File: src/design/fwc_pkg.sv
// constants, register map and types of the fault waveform capture block
package fwc_pkg;
    // clock and sample rates
    localparam int unsigned CLK_HZ      = 100_000_000;
    localparam int unsigned RATE_STD50_HZ = 1000;
    localparam int unsigned RATE_STD60_HZ = 1200;
    localparam int unsigned RATE_HI50_HZ  = 2000;
    localparam int unsigned RATE_HI60_HZ  = 2400;
    localparam int unsigned DIV_STD50   = CLK_HZ / RATE_STD50_HZ;
    localparam int unsigned DIV_STD60   = CLK_HZ / RATE_STD60_HZ;
    localparam int unsigned DIV_HI50    = CLK_HZ / RATE_HI50_HZ;
    localparam int unsigned DIV_HI60    = CLK_HZ / RATE_HI60_HZ;
    localparam int unsigned DIV_W       = 17;
    // samples per 10 ms at each rate, used to turn milliseconds into samples
    localparam logic [4:0]  FAC_STD50   = 5'h0_A;
    localparam logic [4:0]  FAC_STD60   = 5'h0_C;
    localparam logic [4:0]  FAC_HI50    = 5'h1_4;
    localparam logic [4:0]  FAC_HI60    = 5'h1_8;
    // channel limits and storage
    localparam int unsigned MAX_BIN     = 64;
    localparam int unsigned MAX_ANA     = 32;
    localparam logic [5:0]  BIN_WORDS   = 6'h0_2;
    localparam int unsigned MEM_BYTES   = 12 * 1024 * 1024;
    localparam int unsigned MEM_WORDS   = MEM_BYTES / 4;
    localparam int unsigned ST_AW       = 22;
    // register byte offsets
    localparam logic [7:0]  REG_CTRL     = 8'h0_0;
    localparam logic [7:0]  REG_PRE_MS   = 8'h0_4;
    localparam logic [7:0]  REG_POST_MS  = 8'h0_8;
    localparam logic [7:0]  REG_MAX_MS   = 8'h0_C;
    localparam logic [7:0]  REG_CHAN     = 8'h1_0;
    localparam logic [7:0]  REG_ANA_SRC  = 8'h1_4;
    localparam logic [7:0]  REG_STATUS   = 8'h1_8;
    localparam logic [7:0]  REG_IRQ_STAT = 8'h1_C;
    localparam logic [7:0]  REG_IRQ_CLR  = 8'h2_0;
    localparam logic [7:0]  REG_IRQ_EN   = 8'h2_4;
    localparam logic [7:0]  REG_WR_PTR   = 8'h2_8;
    localparam logic [7:0]  REG_LAST_BASE = 8'h2_C;
    localparam logic [7:0]  REG_LAST_LEN = 8'h3_0;
    // control fields
    localparam int unsigned CTRL_EN     = 0;
    localparam int unsigned CTRL_SEL40  = 1;
    localparam int unsigned CTRL_NET60  = 2;
    localparam int unsigned CTRL_CLEAR  = 3;
    // channel register fields
    localparam int unsigned CHAN_ANA_LSB = 0;
    localparam int unsigned CHAN_BIN_LSB = 8;
    // interrupt bits
    localparam int unsigned IRQ_DONE    = 0;
    localparam int unsigned IRQ_REFUSE  = 1;
    localparam int unsigned IRQ_ACCEPT  = 2;
    localparam int unsigned IRQ_WARN    = 3;
    localparam int unsigned IRQ_N       = 4;
    // reset values
    localparam logic [15:0] PRE_MS_RST  = 16'h00_C8;
    localparam logic [15:0] POST_MS_RST = 16'h00_C8;
    localparam logic [15:0] MAX_MS_RST  = 16'h03_E8;
    localparam logic [5:0]  ANA_CNT_RST = 6'h0_0;
    localparam logic [6:0]  BIN_CNT_RST = 7'h0_0;

    typedef enum logic [1:0] {ST_IDLE, ST_PRE, ST_TRIG, ST_POST} fwc_state_t;
endpackage

File: src/design/fwc_capture.sv
// triggered waveform capture engine with avalon-mm registers
//
// Our own choices: the placing of the registers and the Avalon-MM interface to the registers.
`timescale 1ns/100ps
module fwc_capture #(
    parameter int unsigned P_DIV_STD50  = fwc_pkg::DIV_STD50,
    parameter int unsigned P_DIV_STD60  = fwc_pkg::DIV_STD60,
    parameter int unsigned P_DIV_HI50   = fwc_pkg::DIV_HI50,
    parameter int unsigned P_DIV_HI60   = fwc_pkg::DIV_HI60,
    parameter bit          P_SELECTABLE = 1'b0
) (
    // clock and reset
    input  wire logic                       i_mclk,
    input  wire logic                       i_arst_n,
    // avalon-mm slave
    input  wire logic [7:0]                 i_avs_address,
    input  wire logic                       i_avs_read,
    input  wire logic                       i_avs_write,
    input  wire logic [31:0]                i_avs_writedata,
    output logic      [31:0]                o_avs_readdata,
    output logic                            o_avs_waitrequest,
    // trigger and sampled channels
    input  wire logic                       i_capture_trigger_in,
    input  wire logic [fwc_pkg::MAX_BIN-1:0] i_bin_ch,
    input  wire logic [15:0]                i_ana_raw,
    input  wire logic [15:0]                i_ana_derived,
    output logic      [4:0]                 o_ana_sel,
    output logic                            o_sample_tick,
    // record storage write port
    output logic                            o_st_write,
    output logic      [fwc_pkg::ST_AW-1:0]  o_st_address,
    output logic      [31:0]                o_st_writedata,
    // interrupt
    output logic                            o_irq
);
    import fwc_pkg::*;

    function automatic logic [17:0] ms_to_smp(input logic [15:0] ms, input logic [4:0] f);
        logic [21:0] p;
        p = 22'(ms) * 22'(f);
        return 18'(p / 22'd10);
    endfunction

    logic [1:0]  rst_sync_q;
    logic        rst_n;
    logic [1:0]  trig_sync_q;
    logic        trig_s;

    always_ff @(posedge i_mclk or negedge i_arst_n) begin
        if (!i_arst_n) begin
            rst_sync_q <= 2'h0;
        end else begin
            rst_sync_q <= {rst_sync_q[0], 1'b1};
        end
    end
    assign rst_n = rst_sync_q[1];

    always_ff @(posedge i_mclk or negedge rst_n) begin
        if (!rst_n) begin
            trig_sync_q <= 2'h0;
        end else begin
            trig_sync_q <= {trig_sync_q[0], i_capture_trigger_in};
        end
    end
    assign trig_s = trig_sync_q[1];

    // register state
    logic [31:0] rdata_q, rdata_d;
    logic        ack_q, ack_d;
    logic [2:0]  ctrl_q, ctrl_d;
    logic [15:0] pre_ms_q, pre_ms_d, post_ms_q, post_ms_d, max_ms_q, max_ms_d;
    logic [5:0]  ana_cnt_q, ana_cnt_d;
    logic [6:0]  bin_cnt_q, bin_cnt_d;
    logic [31:0] ana_src_q, ana_src_d;
    logic [IRQ_N-1:0] ist_q, ist_d, ien_q, ien_d;
    logic        warn_q, warn_d;
    logic        clear_req;
    logic [IRQ_N-1:0] ev;
    // capture state
    fwc_state_t  st_q, st_d;
    logic [DIV_W-1:0] div_q, div_d, div_lim;
    logic        tick;
    logic [ST_AW-1:0] base_q, base_d, last_base_q, last_base_d, pre_addr_q, pre_addr_d;
    logic [ST_AW:0]   lin_q, lin_d, last_len_q, last_len_d;
    logic [17:0] pre_idx_q, pre_idx_d, seg_q, seg_d;
    logic [17:0] pre_l_q, pre_l_d, max_l_q, max_l_d, post_l_q, post_l_d;
    logic [5:0]  wps_q, wps_d, bw_q, bw_d;
    logic [ST_AW-1:0] baddr_q, baddr_d;
    logic        rearm_q, rearm_d, full_q, full_d;
    logic [15:0] rec_cnt_q, rec_cnt_d;
    logic        we_q, we_d;
    logic [ST_AW-1:0] wa_q, wa_d;
    logic [31:0] wd_q, wd_d;
    // derived settings
    logic        sel40, net60, en;
    logic [4:0]  fac;
    logic [17:0] pre_s, post_s, max_s;
    logic [5:0]  wps;
    logic [25:0] need;
    logic        fits;

    assign en    = ctrl_q[CTRL_EN];
    assign sel40 = P_SELECTABLE & ctrl_q[CTRL_SEL40];
    assign net60 = ctrl_q[CTRL_NET60];
    assign fac   = sel40 ? (net60 ? FAC_HI60 : FAC_HI50) : (net60 ? FAC_STD60 : FAC_STD50);
    assign div_lim = sel40 ? (net60 ? DIV_W'(P_DIV_HI60) : DIV_W'(P_DIV_HI50))
                           : (net60 ? DIV_W'(P_DIV_STD60) : DIV_W'(P_DIV_STD50));
    assign pre_s  = ms_to_smp(pre_ms_q, fac);
    assign post_s = ms_to_smp(post_ms_q, fac);
    assign max_s  = ms_to_smp(max_ms_q, fac);
    assign wps    = BIN_WORDS + ana_cnt_q;
    // worst case size checked before arming so a record with nonzero max and post windows never runs past the end
    assign need = 26'd1 + 26'(pre_s + max_s + post_s) * 26'(wps);
    assign fits = (26'(base_q) + need) <= 26'(MEM_WORDS);
    assign tick = (div_q == div_lim - DIV_W'(1));

    // register file and bus
    always_comb begin
        logic wr;
        wr        = i_avs_write & ack_q;
        ack_d     = (i_avs_read | i_avs_write) & ~ack_q;
        rdata_d   = rdata_q;
        ctrl_d    = ctrl_q;
        pre_ms_d  = pre_ms_q;
        post_ms_d = post_ms_q;
        max_ms_d  = max_ms_q;
        ana_cnt_d = ana_cnt_q;
        bin_cnt_d = bin_cnt_q;
        ana_src_d = ana_src_q;
        ien_d     = ien_q;
        clear_req = 1'b0;
        warn_d    = (32'(pre_ms_q) + 32'(post_ms_q)) > 32'(max_ms_q);
        ist_d     = ist_q;
        if (i_avs_read && !ack_q) begin
            unique case (i_avs_address)
                REG_CTRL:      rdata_d = {29'h0, ctrl_q};
                REG_PRE_MS:    rdata_d = {16'h0, pre_ms_q};
                REG_POST_MS:   rdata_d = {16'h0, post_ms_q};
                REG_MAX_MS:    rdata_d = {16'h0, max_ms_q};
                REG_CHAN:      rdata_d = {17'h0, bin_cnt_q, 2'h0, ana_cnt_q};
                REG_ANA_SRC:   rdata_d = ana_src_q;
                REG_STATUS:    rdata_d = {rec_cnt_q, 12'h0, full_q, warn_q, 2'(st_q)};
                REG_IRQ_STAT:  rdata_d = {28'h0, ist_q};
                REG_IRQ_EN:    rdata_d = {28'h0, ien_q};
                REG_WR_PTR:    rdata_d = {10'h0, base_q};
                REG_LAST_BASE: rdata_d = {10'h0, last_base_q};
                REG_LAST_LEN:  rdata_d = {9'h0, last_len_q};
                default:       rdata_d = 32'h0000_0000;
            endcase
        end
        if (wr) begin
            unique case (i_avs_address)
                REG_CTRL: begin
                    ctrl_d    = i_avs_writedata[2:0];
                    clear_req = i_avs_writedata[CTRL_CLEAR];
                end
                REG_PRE_MS:  pre_ms_d  = i_avs_writedata[15:0];
                REG_POST_MS: post_ms_d = i_avs_writedata[15:0];
                REG_MAX_MS:  max_ms_d  = i_avs_writedata[15:0];
                REG_CHAN: begin
                    // counts above the channel limits are clipped
                    ana_cnt_d = (i_avs_writedata[CHAN_ANA_LSB +: 6] > 6'(MAX_ANA)) ? 6'(MAX_ANA)
                              : i_avs_writedata[CHAN_ANA_LSB +: 6];
                    bin_cnt_d = (i_avs_writedata[CHAN_BIN_LSB +: 7] > 7'(MAX_BIN)) ? 7'(MAX_BIN)
                              : i_avs_writedata[CHAN_BIN_LSB +: 7];
                end
                REG_ANA_SRC: ana_src_d = i_avs_writedata;
                REG_IRQ_CLR: ist_d = ist_q & ~i_avs_writedata[IRQ_N-1:0];
                REG_IRQ_EN:  ien_d = i_avs_writedata[IRQ_N-1:0];
                default: ;
            endcase
        end
        // a new event wins over a clear in the same cycle
        ist_d = ist_d | ev | {(warn_d & ~warn_q), 3'h0};
    end

    always_ff @(posedge i_mclk or negedge rst_n) begin
        if (!rst_n) begin
            rdata_q   <= 32'h0000_0000;
            ack_q     <= 1'b0;
            ctrl_q    <= 3'h0;
            pre_ms_q  <= PRE_MS_RST;
            post_ms_q <= POST_MS_RST;
            max_ms_q  <= MAX_MS_RST;
            ana_cnt_q <= ANA_CNT_RST;
            bin_cnt_q <= BIN_CNT_RST;
            ana_src_q <= 32'h0000_0000;
            ist_q     <= 4'h0;
            ien_q     <= 4'h0;
            warn_q    <= 1'b0;
        end else begin
            rdata_q   <= rdata_d;
            ack_q     <= ack_d;
            ctrl_q    <= ctrl_d;
            pre_ms_q  <= pre_ms_d;
            post_ms_q <= post_ms_d;
            max_ms_q  <= max_ms_d;
            ana_cnt_q <= ana_cnt_d;
            bin_cnt_q <= bin_cnt_d;
            ana_src_q <= ana_src_d;
            ist_q     <= ist_d;
            ien_q     <= ien_d;
            warn_q    <= warn_d;
        end
    end

    assign o_avs_readdata    = rdata_q;
    assign o_avs_waitrequest = (i_avs_read | i_avs_write) & ~ack_q;
    assign o_irq             = |(ist_q & ien_q);

    // capture sequencer and storage writer
    always_comb begin
        logic [ST_AW-1:0] samp_addr;
        logic             start;
        logic [4:0]       ch;
        samp_addr  = baddr_q;
        ch         = 5'(bw_q - BIN_WORDS);
        start      = 1'b0;
        ev         = '0;
        st_d       = st_q;
        div_d      = tick ? DIV_W'(0) : div_q + DIV_W'(1);
        base_d     = base_q;
        last_base_d = last_base_q;
        last_len_d = last_len_q;
        pre_addr_d = pre_addr_q;
        lin_d      = lin_q;
        pre_idx_d  = pre_idx_q;
        seg_d      = seg_q;
        pre_l_d    = pre_l_q;
        max_l_d    = max_l_q;
        post_l_d   = post_l_q;
        wps_d      = wps_q;
        rearm_d    = rearm_q | ~trig_s;
        full_d     = full_q;
        rec_cnt_d  = rec_cnt_q;
        we_d       = 1'b0;
        wa_d       = wa_q;
        wd_d       = wd_q;
        unique case (st_q)
            ST_IDLE: begin
                if (clear_req) begin
                    base_d = '0;
                    full_d = 1'b0;
                end else if (en && fits) begin
                    // window lengths and words per sample are frozen for the whole record
                    st_d       = ST_PRE;
                    pre_l_d    = pre_s;
                    max_l_d    = max_s;
                    post_l_d   = post_s;
                    wps_d      = wps;
                    pre_idx_d  = '0;
                    pre_addr_d = base_q + ST_AW'(1);
                    lin_d      = (ST_AW+1)'(base_q) + (ST_AW+1)'(1) + (ST_AW+1)'(pre_s * 18'(wps));
                end else if (en && !full_q) begin
                    full_d           = 1'b1;
                    ev[IRQ_REFUSE]   = 1'b1;
                end
            end
            ST_PRE: begin
                if (!en || clear_req) begin
                    st_d = ST_IDLE;
                    if (clear_req) begin
                        base_d = '0;
                        full_d = 1'b0;
                    end
                end else if (tick && trig_s && rearm_q) begin
                    st_d            = ST_TRIG;
                    rearm_d         = 1'b0;
                    ev[IRQ_ACCEPT]  = 1'b1;
                    seg_d           = 18'd1;
                    start           = 1'b1;
                    samp_addr       = ST_AW'(lin_q);
                    lin_d           = lin_q + (ST_AW+1)'(wps_q);
                end else if (tick && pre_l_q != '0) begin
                    start      = 1'b1;
                    samp_addr  = pre_addr_q;
                    pre_idx_d  = (pre_idx_q == pre_l_q - 18'd1) ? '0 : pre_idx_q + 18'd1;
                    pre_addr_d = (pre_idx_q == pre_l_q - 18'd1) ? base_q + ST_AW'(1)
                                                                : pre_addr_q + ST_AW'(wps_q);
                end
            end
            ST_TRIG: begin
                if (tick) begin
                    start     = 1'b1;
                    samp_addr = ST_AW'(lin_q);
                    lin_d     = lin_q + (ST_AW+1)'(wps_q);
                    if (!trig_s || seg_q >= max_l_q) begin
                        // this tick's sample already belongs to the post window
                        st_d  = ST_POST;
                        seg_d = 18'd2;
                    end else begin
                        seg_d = seg_q + 18'd1;
                    end
                end
            end
            ST_POST: begin
                if (tick && seg_q > post_l_q) begin
                    // configuration word written at the record head
                    st_d         = ST_IDLE;
                    we_d         = 1'b1;
                    wa_d         = base_q;
                    wd_d         = {sel40, net60, wps_q - BIN_WORDS, 1'b0, bin_cnt_q, 16'(pre_idx_q)};
                    base_d       = ST_AW'(lin_q);
                    last_base_d  = base_q;
                    last_len_d   = lin_q - (ST_AW+1)'(base_q);
                    rec_cnt_d    = rec_cnt_q + 16'h0001;
                    ev[IRQ_DONE] = 1'b1;
                end else if (tick) begin
                    start     = 1'b1;
                    samp_addr = ST_AW'(lin_q);
                    lin_d     = lin_q + (ST_AW+1)'(wps_q);
                    seg_d     = seg_q + 18'd1;
                end
            end
        endcase
        // one sample is a burst: two binary words, then one word per analog channel
        if (start) begin
            bw_d    = 6'h01;
            baddr_d = samp_addr;
        end else if (bw_q != 6'h00 && bw_q < wps_q) begin
            bw_d    = bw_q + 6'h01;
            baddr_d = baddr_q;
        end else begin
            bw_d    = 6'h00;
            baddr_d = baddr_q;
        end
        if (start || bw_q != 6'h00 && bw_q < wps_q) begin
            we_d = 1'b1;
            wa_d = start ? samp_addr : baddr_q + ST_AW'(bw_q);
            if (start) begin
                wd_d = i_bin_ch[31:0] & ~(32'hFFFF_FFFF << bin_cnt_q);
            end else if (bw_q == 6'h01) begin
                wd_d = (bin_cnt_q > 7'd32) ? i_bin_ch[63:32] & ~(32'hFFFF_FFFF << (bin_cnt_q - 7'd32)) : 32'h0;
            end else begin
                wd_d = {16'h0, ana_src_q[ch] ? i_ana_derived : i_ana_raw};
            end
        end
    end

    assign o_ana_sel = 5'(bw_q - BIN_WORDS);

    always_ff @(posedge i_mclk or negedge rst_n) begin
        if (!rst_n) begin
            st_q <= ST_IDLE;
            div_q <= '0;
            base_q <= '0;
            last_base_q <= '0;
            last_len_q <= '0;
            pre_addr_q <= '0;
            lin_q <= '0;
            pre_idx_q <= '0;
            seg_q <= '0;
            {pre_l_q, max_l_q, post_l_q} <= '0;
            wps_q <= BIN_WORDS;
            bw_q <= '0;
            baddr_q <= '0;
            rearm_q <= 1'b0;
            full_q <= 1'b0;
            rec_cnt_q <= '0;
            we_q <= 1'b0;
            wa_q <= '0;
            wd_q <= 32'h0000_0000;
        end else begin
            st_q <= st_d;
            div_q <= div_d;
            base_q <= base_d;
            last_base_q <= last_base_d;
            last_len_q <= last_len_d;
            pre_addr_q <= pre_addr_d;
            lin_q <= lin_d;
            pre_idx_q <= pre_idx_d;
            seg_q <= seg_d;
            {pre_l_q, max_l_q, post_l_q} <= {pre_l_d, max_l_d, post_l_d};
            wps_q <= wps_d;
            bw_q <= bw_d;
            baddr_q <= baddr_d;
            rearm_q <= rearm_d;
            full_q <= full_d;
            rec_cnt_q <= rec_cnt_d;
            we_q <= we_d;
            wa_q <= wa_d;
            wd_q <= wd_d;
        end
    end

    assign o_st_write     = we_q;
    assign o_st_address   = wa_q;
    assign o_st_writedata = wd_q;
    assign o_sample_tick  = tick;
endmodule

File: config.mk
export PLATFORM = sky130hd
export DESIGN_NAME = fwc_capture
export DESIGN_NICKNAME = d
export VERILOG_FILES = /design/src/design/fwc_pkg.sv /design/src/design/fwc_capture.sv
export SDC_FILE = /design/constraint.sdc
export NUM_CORES = 2
export LEC_CHECK = 0
export BUFFER_PORTS_ARGS = -buffer_cell sky130_fd_sc_hd__buf_2
export CELL_PAD_IN_SITES_DETAIL_PLACEMENT = 1
export CELL_PAD_IN_SITES_GLOBAL_PLACEMENT = 1
export CORE_UTILIZATION = 40
export CTS_BUF_LIST = sky130_fd_sc_hd__clkbuf_8
export CTS_CLUSTER_SIZE = 14
export DETAILED_ROUTE_END_ITERATION = 10
export GPL_TIMING_DRIVEN = 0
export PLACE_DENSITY = 0.82
export SLEW_MARGIN = 20
export SYNTH_ARGS = -nofsm -noshare
export SYNTH_HDL_FRONTEND = slang
export SYNTH_SLANG_ARGS = --single-unit
File: constraint.sdc
create_clock -name i_mclk -period 32.2 [get_ports i_mclk]
set_input_delay 3.22 -clock i_mclk [delete_from_list [all_inputs] [get_ports i_mclk]]
set_output_delay 3.22 -clock i_mclk [all_outputs]
set_load 0.01 [all_outputs]
After elaboration in Yosys (flattened, before gate mapping)
Index checks and enable logic that the tools add are counted.

storage, ports and cells
  bits in registers = 470
  latch bits = 0
  memory bits (writable) = 0
  bits in read-only memories = 0
  bits of input ports = 141
  output and inout bits = 95
  logic and storage cells = 266
  memories kept = 0

cells by class
  add/sub/neg operators = 23
  multipliers = 5
  divide/modulo/power cells = 3
  magnitude comparators = 9
  equality and inequality tests = 34
  shifts and indexed selects = 2
  muxes and demuxes = 96
  bitwise operators = 18
  reduce and logical (&&, ||, !) cells = 41

operators with widths
  cell                     number
  $mux W22                 18
  $pmux W32 S12            1
  $mux W18                 12
  $mux W32                 6
  $mux W23                 6
  $pmux W22 S3             2
  $pmux W23 S4             1
  $div A21 B4 Y22 const B  3
  $and A32 B32 Y32         2
  $not A32 Y32             2
  $shl A32 B7 Y32 const A  2
  $mul A16 B4 Y20          3
  $pmux W18 S3             1
  $add A22 B6 Y22          2
  $pmux W22 S2             1
  $eq A8 B6 Y1 const B     5
  $add A18 B1 Y18 const B  2
  $pmux W18 S2             1
  $eq A8 B5 Y1 const B     4
  $mux W16                 2
  $add A1 B26 Y26 const A  1
  $add A22 B26 Y26         1
  $le A26 B22 Y1 const B   1
  $mul A20 B6 Y26          1
  67 further kinds         151

Depth between registers and ports, before layout
  depth in word-level cells = 15
  gate-level depth with buffers = 99
  mapped depth without buffers = 87

Least setup slack after synthesis
No wires, ideal clock.

  path type = register -> register
  start = register ctrl_q[2]
  end = register pre_idx_q[12]
  library setup time = 0.128 ns
  arrival = 18.456 ns
  required time = 32.072 ns
  path slack = 13.615 ns
  cell stages (with the launch flop) = 89
  buffers on the path = 12
  period minus slack after synthesis = 18.585 ns
  cell sequence = dfrtp_1 > clkbuf_1 > clkbuf_1 > clkbuf_1 > clkbuf_1 > clkbuf_1 > nand2_1 > fa_1 > inv_1 > ha_1 > inv_1 > fa_1 > nor2b_1 > o21ai_2 > a211o_1 > o211ai_1 > clkbuf_1 > nor2_1 > (+53 left out) > o21ai_0 > a21boi_0 > o21ai_0 > a21boi_0 > o21a_1 > o21a_1 > o21a_1 > o21a_1 > or4_1 > a31oi_1 > nor2_1 > nor3_1 > or2_2 > clkbuf_1 > clkbuf_1 > nand2_1 > nand2_1 > o41ai_1

between the ends
  longest elaborated chain between the ends = 12
  elaborated cells on any way between the ends = 24
  classes of those cells = add/sub: 5; mul: 4; div: 3; order compare: 1; eq/ne: 4; mux: 2; reduce/logical: 5

RTL lines
  what                                RTL line            RTL
  from (decl)                         fwc_capture.sv:70   logic [2:0] ctrl_q, ctrl_d;
  from (signal assigned)              fwc_capture.sv:194  ctrl_q <= ctrl_d;
  $mux W3                             fwc_capture.sv:105  assign fac = sel40 ? (net60 ? FAC_HI60 : FAC_HI50) : (net60 ? FAC_STD60 : FAC_STD50);
  $mul A16 B4 Y20                     fwc_capture.sv:40   p = 22'(ms) * 22'(f);
  $div A21 B4 Y22                     fwc_capture.sv:41   return 18'(p / 22'd10);
  net pre_s[1]                        fwc_capture.sv:97   logic [17:0] pre_s, post_s, max_s;
  $add A18 B18 Y19                    fwc_capture.sv:113  assign need = 26'd1 + 26'(pre_s + max_s + post_s) * 26'(wps);
  $add A19 B18 Y20                    fwc_capture.sv:113
  $mul A20 B6 Y26                     fwc_capture.sv:113
  $add A1 B26 Y26                     fwc_capture.sv:113
  $add A22 B26 Y26                    fwc_capture.sv:114  assign fits = (26'(base_q) + need) <= 26'(MEM_WORDS);
  $le A26 B22 Y1                      fwc_capture.sv:114
  $logic_and A1 B1 Y1                 fwc_capture.sv:244  end else if (en && fits) begin
  $ne A2 B2 Y1 (no source line)       -
  $reduce_and A6 Y1 (no source line)  -
  to (signal assigned)                fwc_capture.sv:371  pre_idx_q <= pre_idx_d;
  to (decl)                           fwc_capture.sv:85   logic [17:0] pre_idx_q, pre_idx_d, seg_q, seg_d;

The timed path passes the listed nets, and every way through them passes these cells.
A chain may end at the register's enable or synchronous reset.

Worst setup path after layout
  start = register ctrl_q[2]
  end = register pre_addr_q[13]

between the ends
  elaborated cells on any way between the ends = 24
  classes of those cells = add/sub: 5; mul: 4; div: 3; order compare: 1; eq/ne: 4; mux: 2; reduce/logical: 5

RTL lines
  what                                RTL line            RTL
  $mux W3                             fwc_capture.sv:105
  $mul A16 B4 Y20                     fwc_capture.sv:40
  $div A21 B4 Y22                     fwc_capture.sv:41
  net post_s[1]                       fwc_capture.sv:97
  $add A19 B18 Y20                    fwc_capture.sv:113
  $mul A20 B6 Y26                     fwc_capture.sv:113
  $add A1 B26 Y26                     fwc_capture.sv:113
  $add A22 B26 Y26                    fwc_capture.sv:114
  $le A26 B22 Y1                      fwc_capture.sv:114
  $logic_and A1 B1 Y1                 fwc_capture.sv:244
  $ne A2 B2 Y1 (no source line)       -
  $reduce_and A6 Y1 (no source line)  -
  to (signal assigned)                fwc_capture.sv:369  pre_addr_q <= pre_addr_d;
  to (decl)                           fwc_capture.sv:83   logic [ST_AW-1:0] base_q, base_d, last_base_q, last_base_d, pre_addr_q, pre_addr_d;

The timed path passes the listed nets, and every way through them passes these cells.

==> results.yml <==
outcome:
  status: "finished, final reports clean"
setup_path:
  cpMaxStageDelayCell: "clkbuf_1"
  critPathLaunchType: "flip-flop"
  crit_fanout: 10
  r2r_end: "pre_addr_q[13]"
  path_buf_inv: 16
  cp.arrival_ps: 27480
  critPathRequiredTime_ps: 32860
  crit-reg2reg-launch: "ctrl_q[2]"
  worstSetupPathType: "reg2reg"
  slowest_delay_ps: 750
  worstSetupEndpointType: "flip-flop"
  r2r_slack_ps: 5380
  cp_top_family: "compound AO/OA/AOI/OAI gates"
  ff2ff_path_depth: 88
  crit_top_cell: "a21oi_1"
power:
  total_power_mw: 4.27
  p_leak_nw: 24.4
  irDropWorstVdd_mv: 0.135
  power.density_nw_per_um2: 80.5
grt:
  grt_pass1_wl_um: 305000
  grt_usage_pct: 32.8
  antenna_found_initial: 14
  grt_max_degree: 57
  overflow: 0
  first_global_vias: 49900
place:
  gp_congestion: 0.999
  postPlaceCellArea_sq_um: 51100
  hpwl_um: 161000
  placedCellCount: 7566
  place_ws_ps: 6080
  port-buffer-count: 234
detailed_routing:
  num_vias: 48500
  drtIter0Drc: 4628
  wirelength_um: 201000
  drt_pass1_iterations: 6
  drc: 0
  wl_per_cell_um: 26.0
  viasPerCell: 6.26
  final_antenna_net_count: 0
synth:
  yosys_warnings: 0
  synthArstFlopShare_pct: 100
  synth-edff-count: 0
  synth_cell_types: 125
  synth_cells: 5784
  ys_ff_latch: 467
  syn_avg_cell_area_sq_um: 8.24
  yosysSeqAreaShare_pct: 24.5
  synth_area_sq_um: 47700
  synth_ff_type: "dfrtp_1"
clock_network:
  clk_latency_ps: 780
  cts_hold_buf: 0
  cts_buffer_depth: 3
  cts_sinks: 467
  cts_made_buffers: 87
  cts_setup_buffers: 0
  cts_max_level: 3
  ctsResizeCount: 0
  cts-root-buf: "clkbuf_8"
  path_clk_slew_ps: 60
  cts_tree: "built"
job:
  cap_viol_max_count: 0
sta:
  rsz0062_at_grt: "no"
  period_share_pct: 83.3
  hold_viol_final: 0
  setup_ws_ps: 5380
  fmax_ghz: 0.0373
  setup_viol: 0
  worst_pin_slew_ps: 1150
  slew_violations: 0
  tns_ps: 0
  relSlewSlack_pct: 23.3
  fin_worst_skew_ps: 54.9
  holdWs_ps: 298
  finalCriticalPeriod_ps: 26820
worst_hold_path:
  min_path_type: "reg2async"
floorplanning:
  design.core.area_sq_um: 118000
  rows: 126
  io_pins: 236
  die_area_sq_um: 121000
  start_util_pct: 40.4
  dieWidth_um: 347
  die_h_um: 347
final_layout:
  nets: 6823
  drive_above_1_share_pct: 10.6
  instances_no_fill: 7734
  synthToLayoutAreaGrowth_pct: 11.3
  post-route-cell-area_sq_um: 53100
  fin_util_pct: 44.9
## per-layer routing
layer / share of wire (%) / global-route usage (%) / vias to the layer above
met5: 0.0065 / 0 / -
li1: - / - / 21100
met4: 5.7 / 17.9 / 2
met2: 44 / 50.9 / 2320
met3: 9.2 / 7.09 / 568
met1: 41 / 42.4 / 24400
## Yosys cell counts (28+ instances only)
| cell | number | area (sq um) |
|---|---|---|
| a211oi_1 | 29 | 218 |
| a21o_1 | 87 | 653 |
| a21oi_1 | 361 | 1810 |
| a22oi_1 | 97 | 728 |
| a31oi_1 | 61 | 382 |
| and2_1 | 76 | 475 |
| and3_1 | 54 | 338 |
| buf_2 | 28 | 140 |
| clkbuf_1 | 219 | 822 |
| dfrtp_1 | 454 | 11400 |
| fa_1 | 238 | 4760 |
| ha_1 | 325 | 4070 |
| inv_1 | 502 | 1880 |
| mux2_2 | 94 | 1060 |
| mux2i_1 | 42 | 420 |
| nand2_1 | 709 | 2660 |
| nand2b_1 | 124 | 776 |
| nand3_1 | 178 | 891 |
| nand4_1 | 70 | 438 |
| nor2_1 | 394 | 1480 |
| nor2b_1 | 45 | 282 |
| nor3_1 | 85 | 425 |
| nor4_1 | 41 | 257 |
| o2111ai_1 | 31 | 272 |
| o211ai_1 | 67 | 503 |
| o21a_1 | 57 | 428 |
| o21ai_0 | 391 | 1960 |
| o21bai_1 | 46 | 345 |
| o22ai_1 | 44 | 275 |
| o31ai_1 | 36 | 270 |
| or3_1 | 33 | 206 |
| xnor2_1 | 195 | 1710 |
| xor2_1 | 86 | 753 |
## flip-flops by register name (all words and copies together), names as in the netlist, 23 cells and up, named ones only
signal,count
lin_q,23
o_st_writedata,32
last_len_q,23
o_avs_readdata,32
ana_src_q,32
## cell families (layout without fill, tap and decap cells)
kind of cell / after synthesis / in the layout / share of synthesized area, %
and+or+nand+nor: 1903 / 1903 / 18.8
AOI/OAI and AO/OA: 1625 / 1625 / 22.8
buffers and inverters: 786 / 1189 / 6.32
adders and majority gates: 570 / 570 / 18.7
DFF: 467 / 467 / 24.5
xor gates and xnor gates: 283 / 283 / 5.23
muxes: 148 / 148 / 3.62
other: 2 / 13 / 0.0158
## layout make-up
| cell class | count | area, sq um |
|---|---|---|
| multi-input combinational | 4533 | 33000 |
| tap | 1536 | 1920 |
| buffer | 274 | 1090 |
| timing repair buffer | 244 | 1430 |
| antenna | 9 | 22.5 |
| fill | 14400 | 65000 |
| inverter | 512 | 1920 |
| clock buffer | 124 | 1710 |
| clock inverter | 35 | 250 |
| sequential | 467 | 11700 |
## cells in the final DEF (no fill, tap or decap), types with 94 or more instances in the layout
cell type,count
a21oi_1,360
a22oi_1,97
buf_2,262
clkbuf_1,219
clkbuf_8,124
dfrtp_1,453
fa_1,238
ha_1,325
inv_1,520
mux2_2,94
nand2_1,709
nand2b_1,124
nand3_1,178
nor2_1,394
o21ai_0,389
xnor2_1,193
## how the worst max path moves through the flow
stage	startpoint	endpoint	slack, ps	cells after the start
after floorplan	ctrl_q[2]	pre_idx_q[12]	13620	88
after detailed placement	ctrl_q[2]	pre_idx_q[12]	6080	89
final	ctrl_q[2]	pre_addr_q[13]	5380	88
after global routing	ctrl_q[2]	pre_addr_q[13]	4260	85
after CTS	ctrl_q[2]	pre_idx_q[16]	6020	88
after global placement	ctrl_q[2]	pre_idx_q[14]	5900	89
## report_power, final
group | internal (mW) | switching (mW) | total, mW
clock | 0.365 | 0.288 | 0.653
sequential | 0.670 | 0.145 | 0.814
combinational | 1.03 | 1.78 | 2.81
total | 2.06 | 2.21 | 4.27
Power figures use the tool's default switching activity.
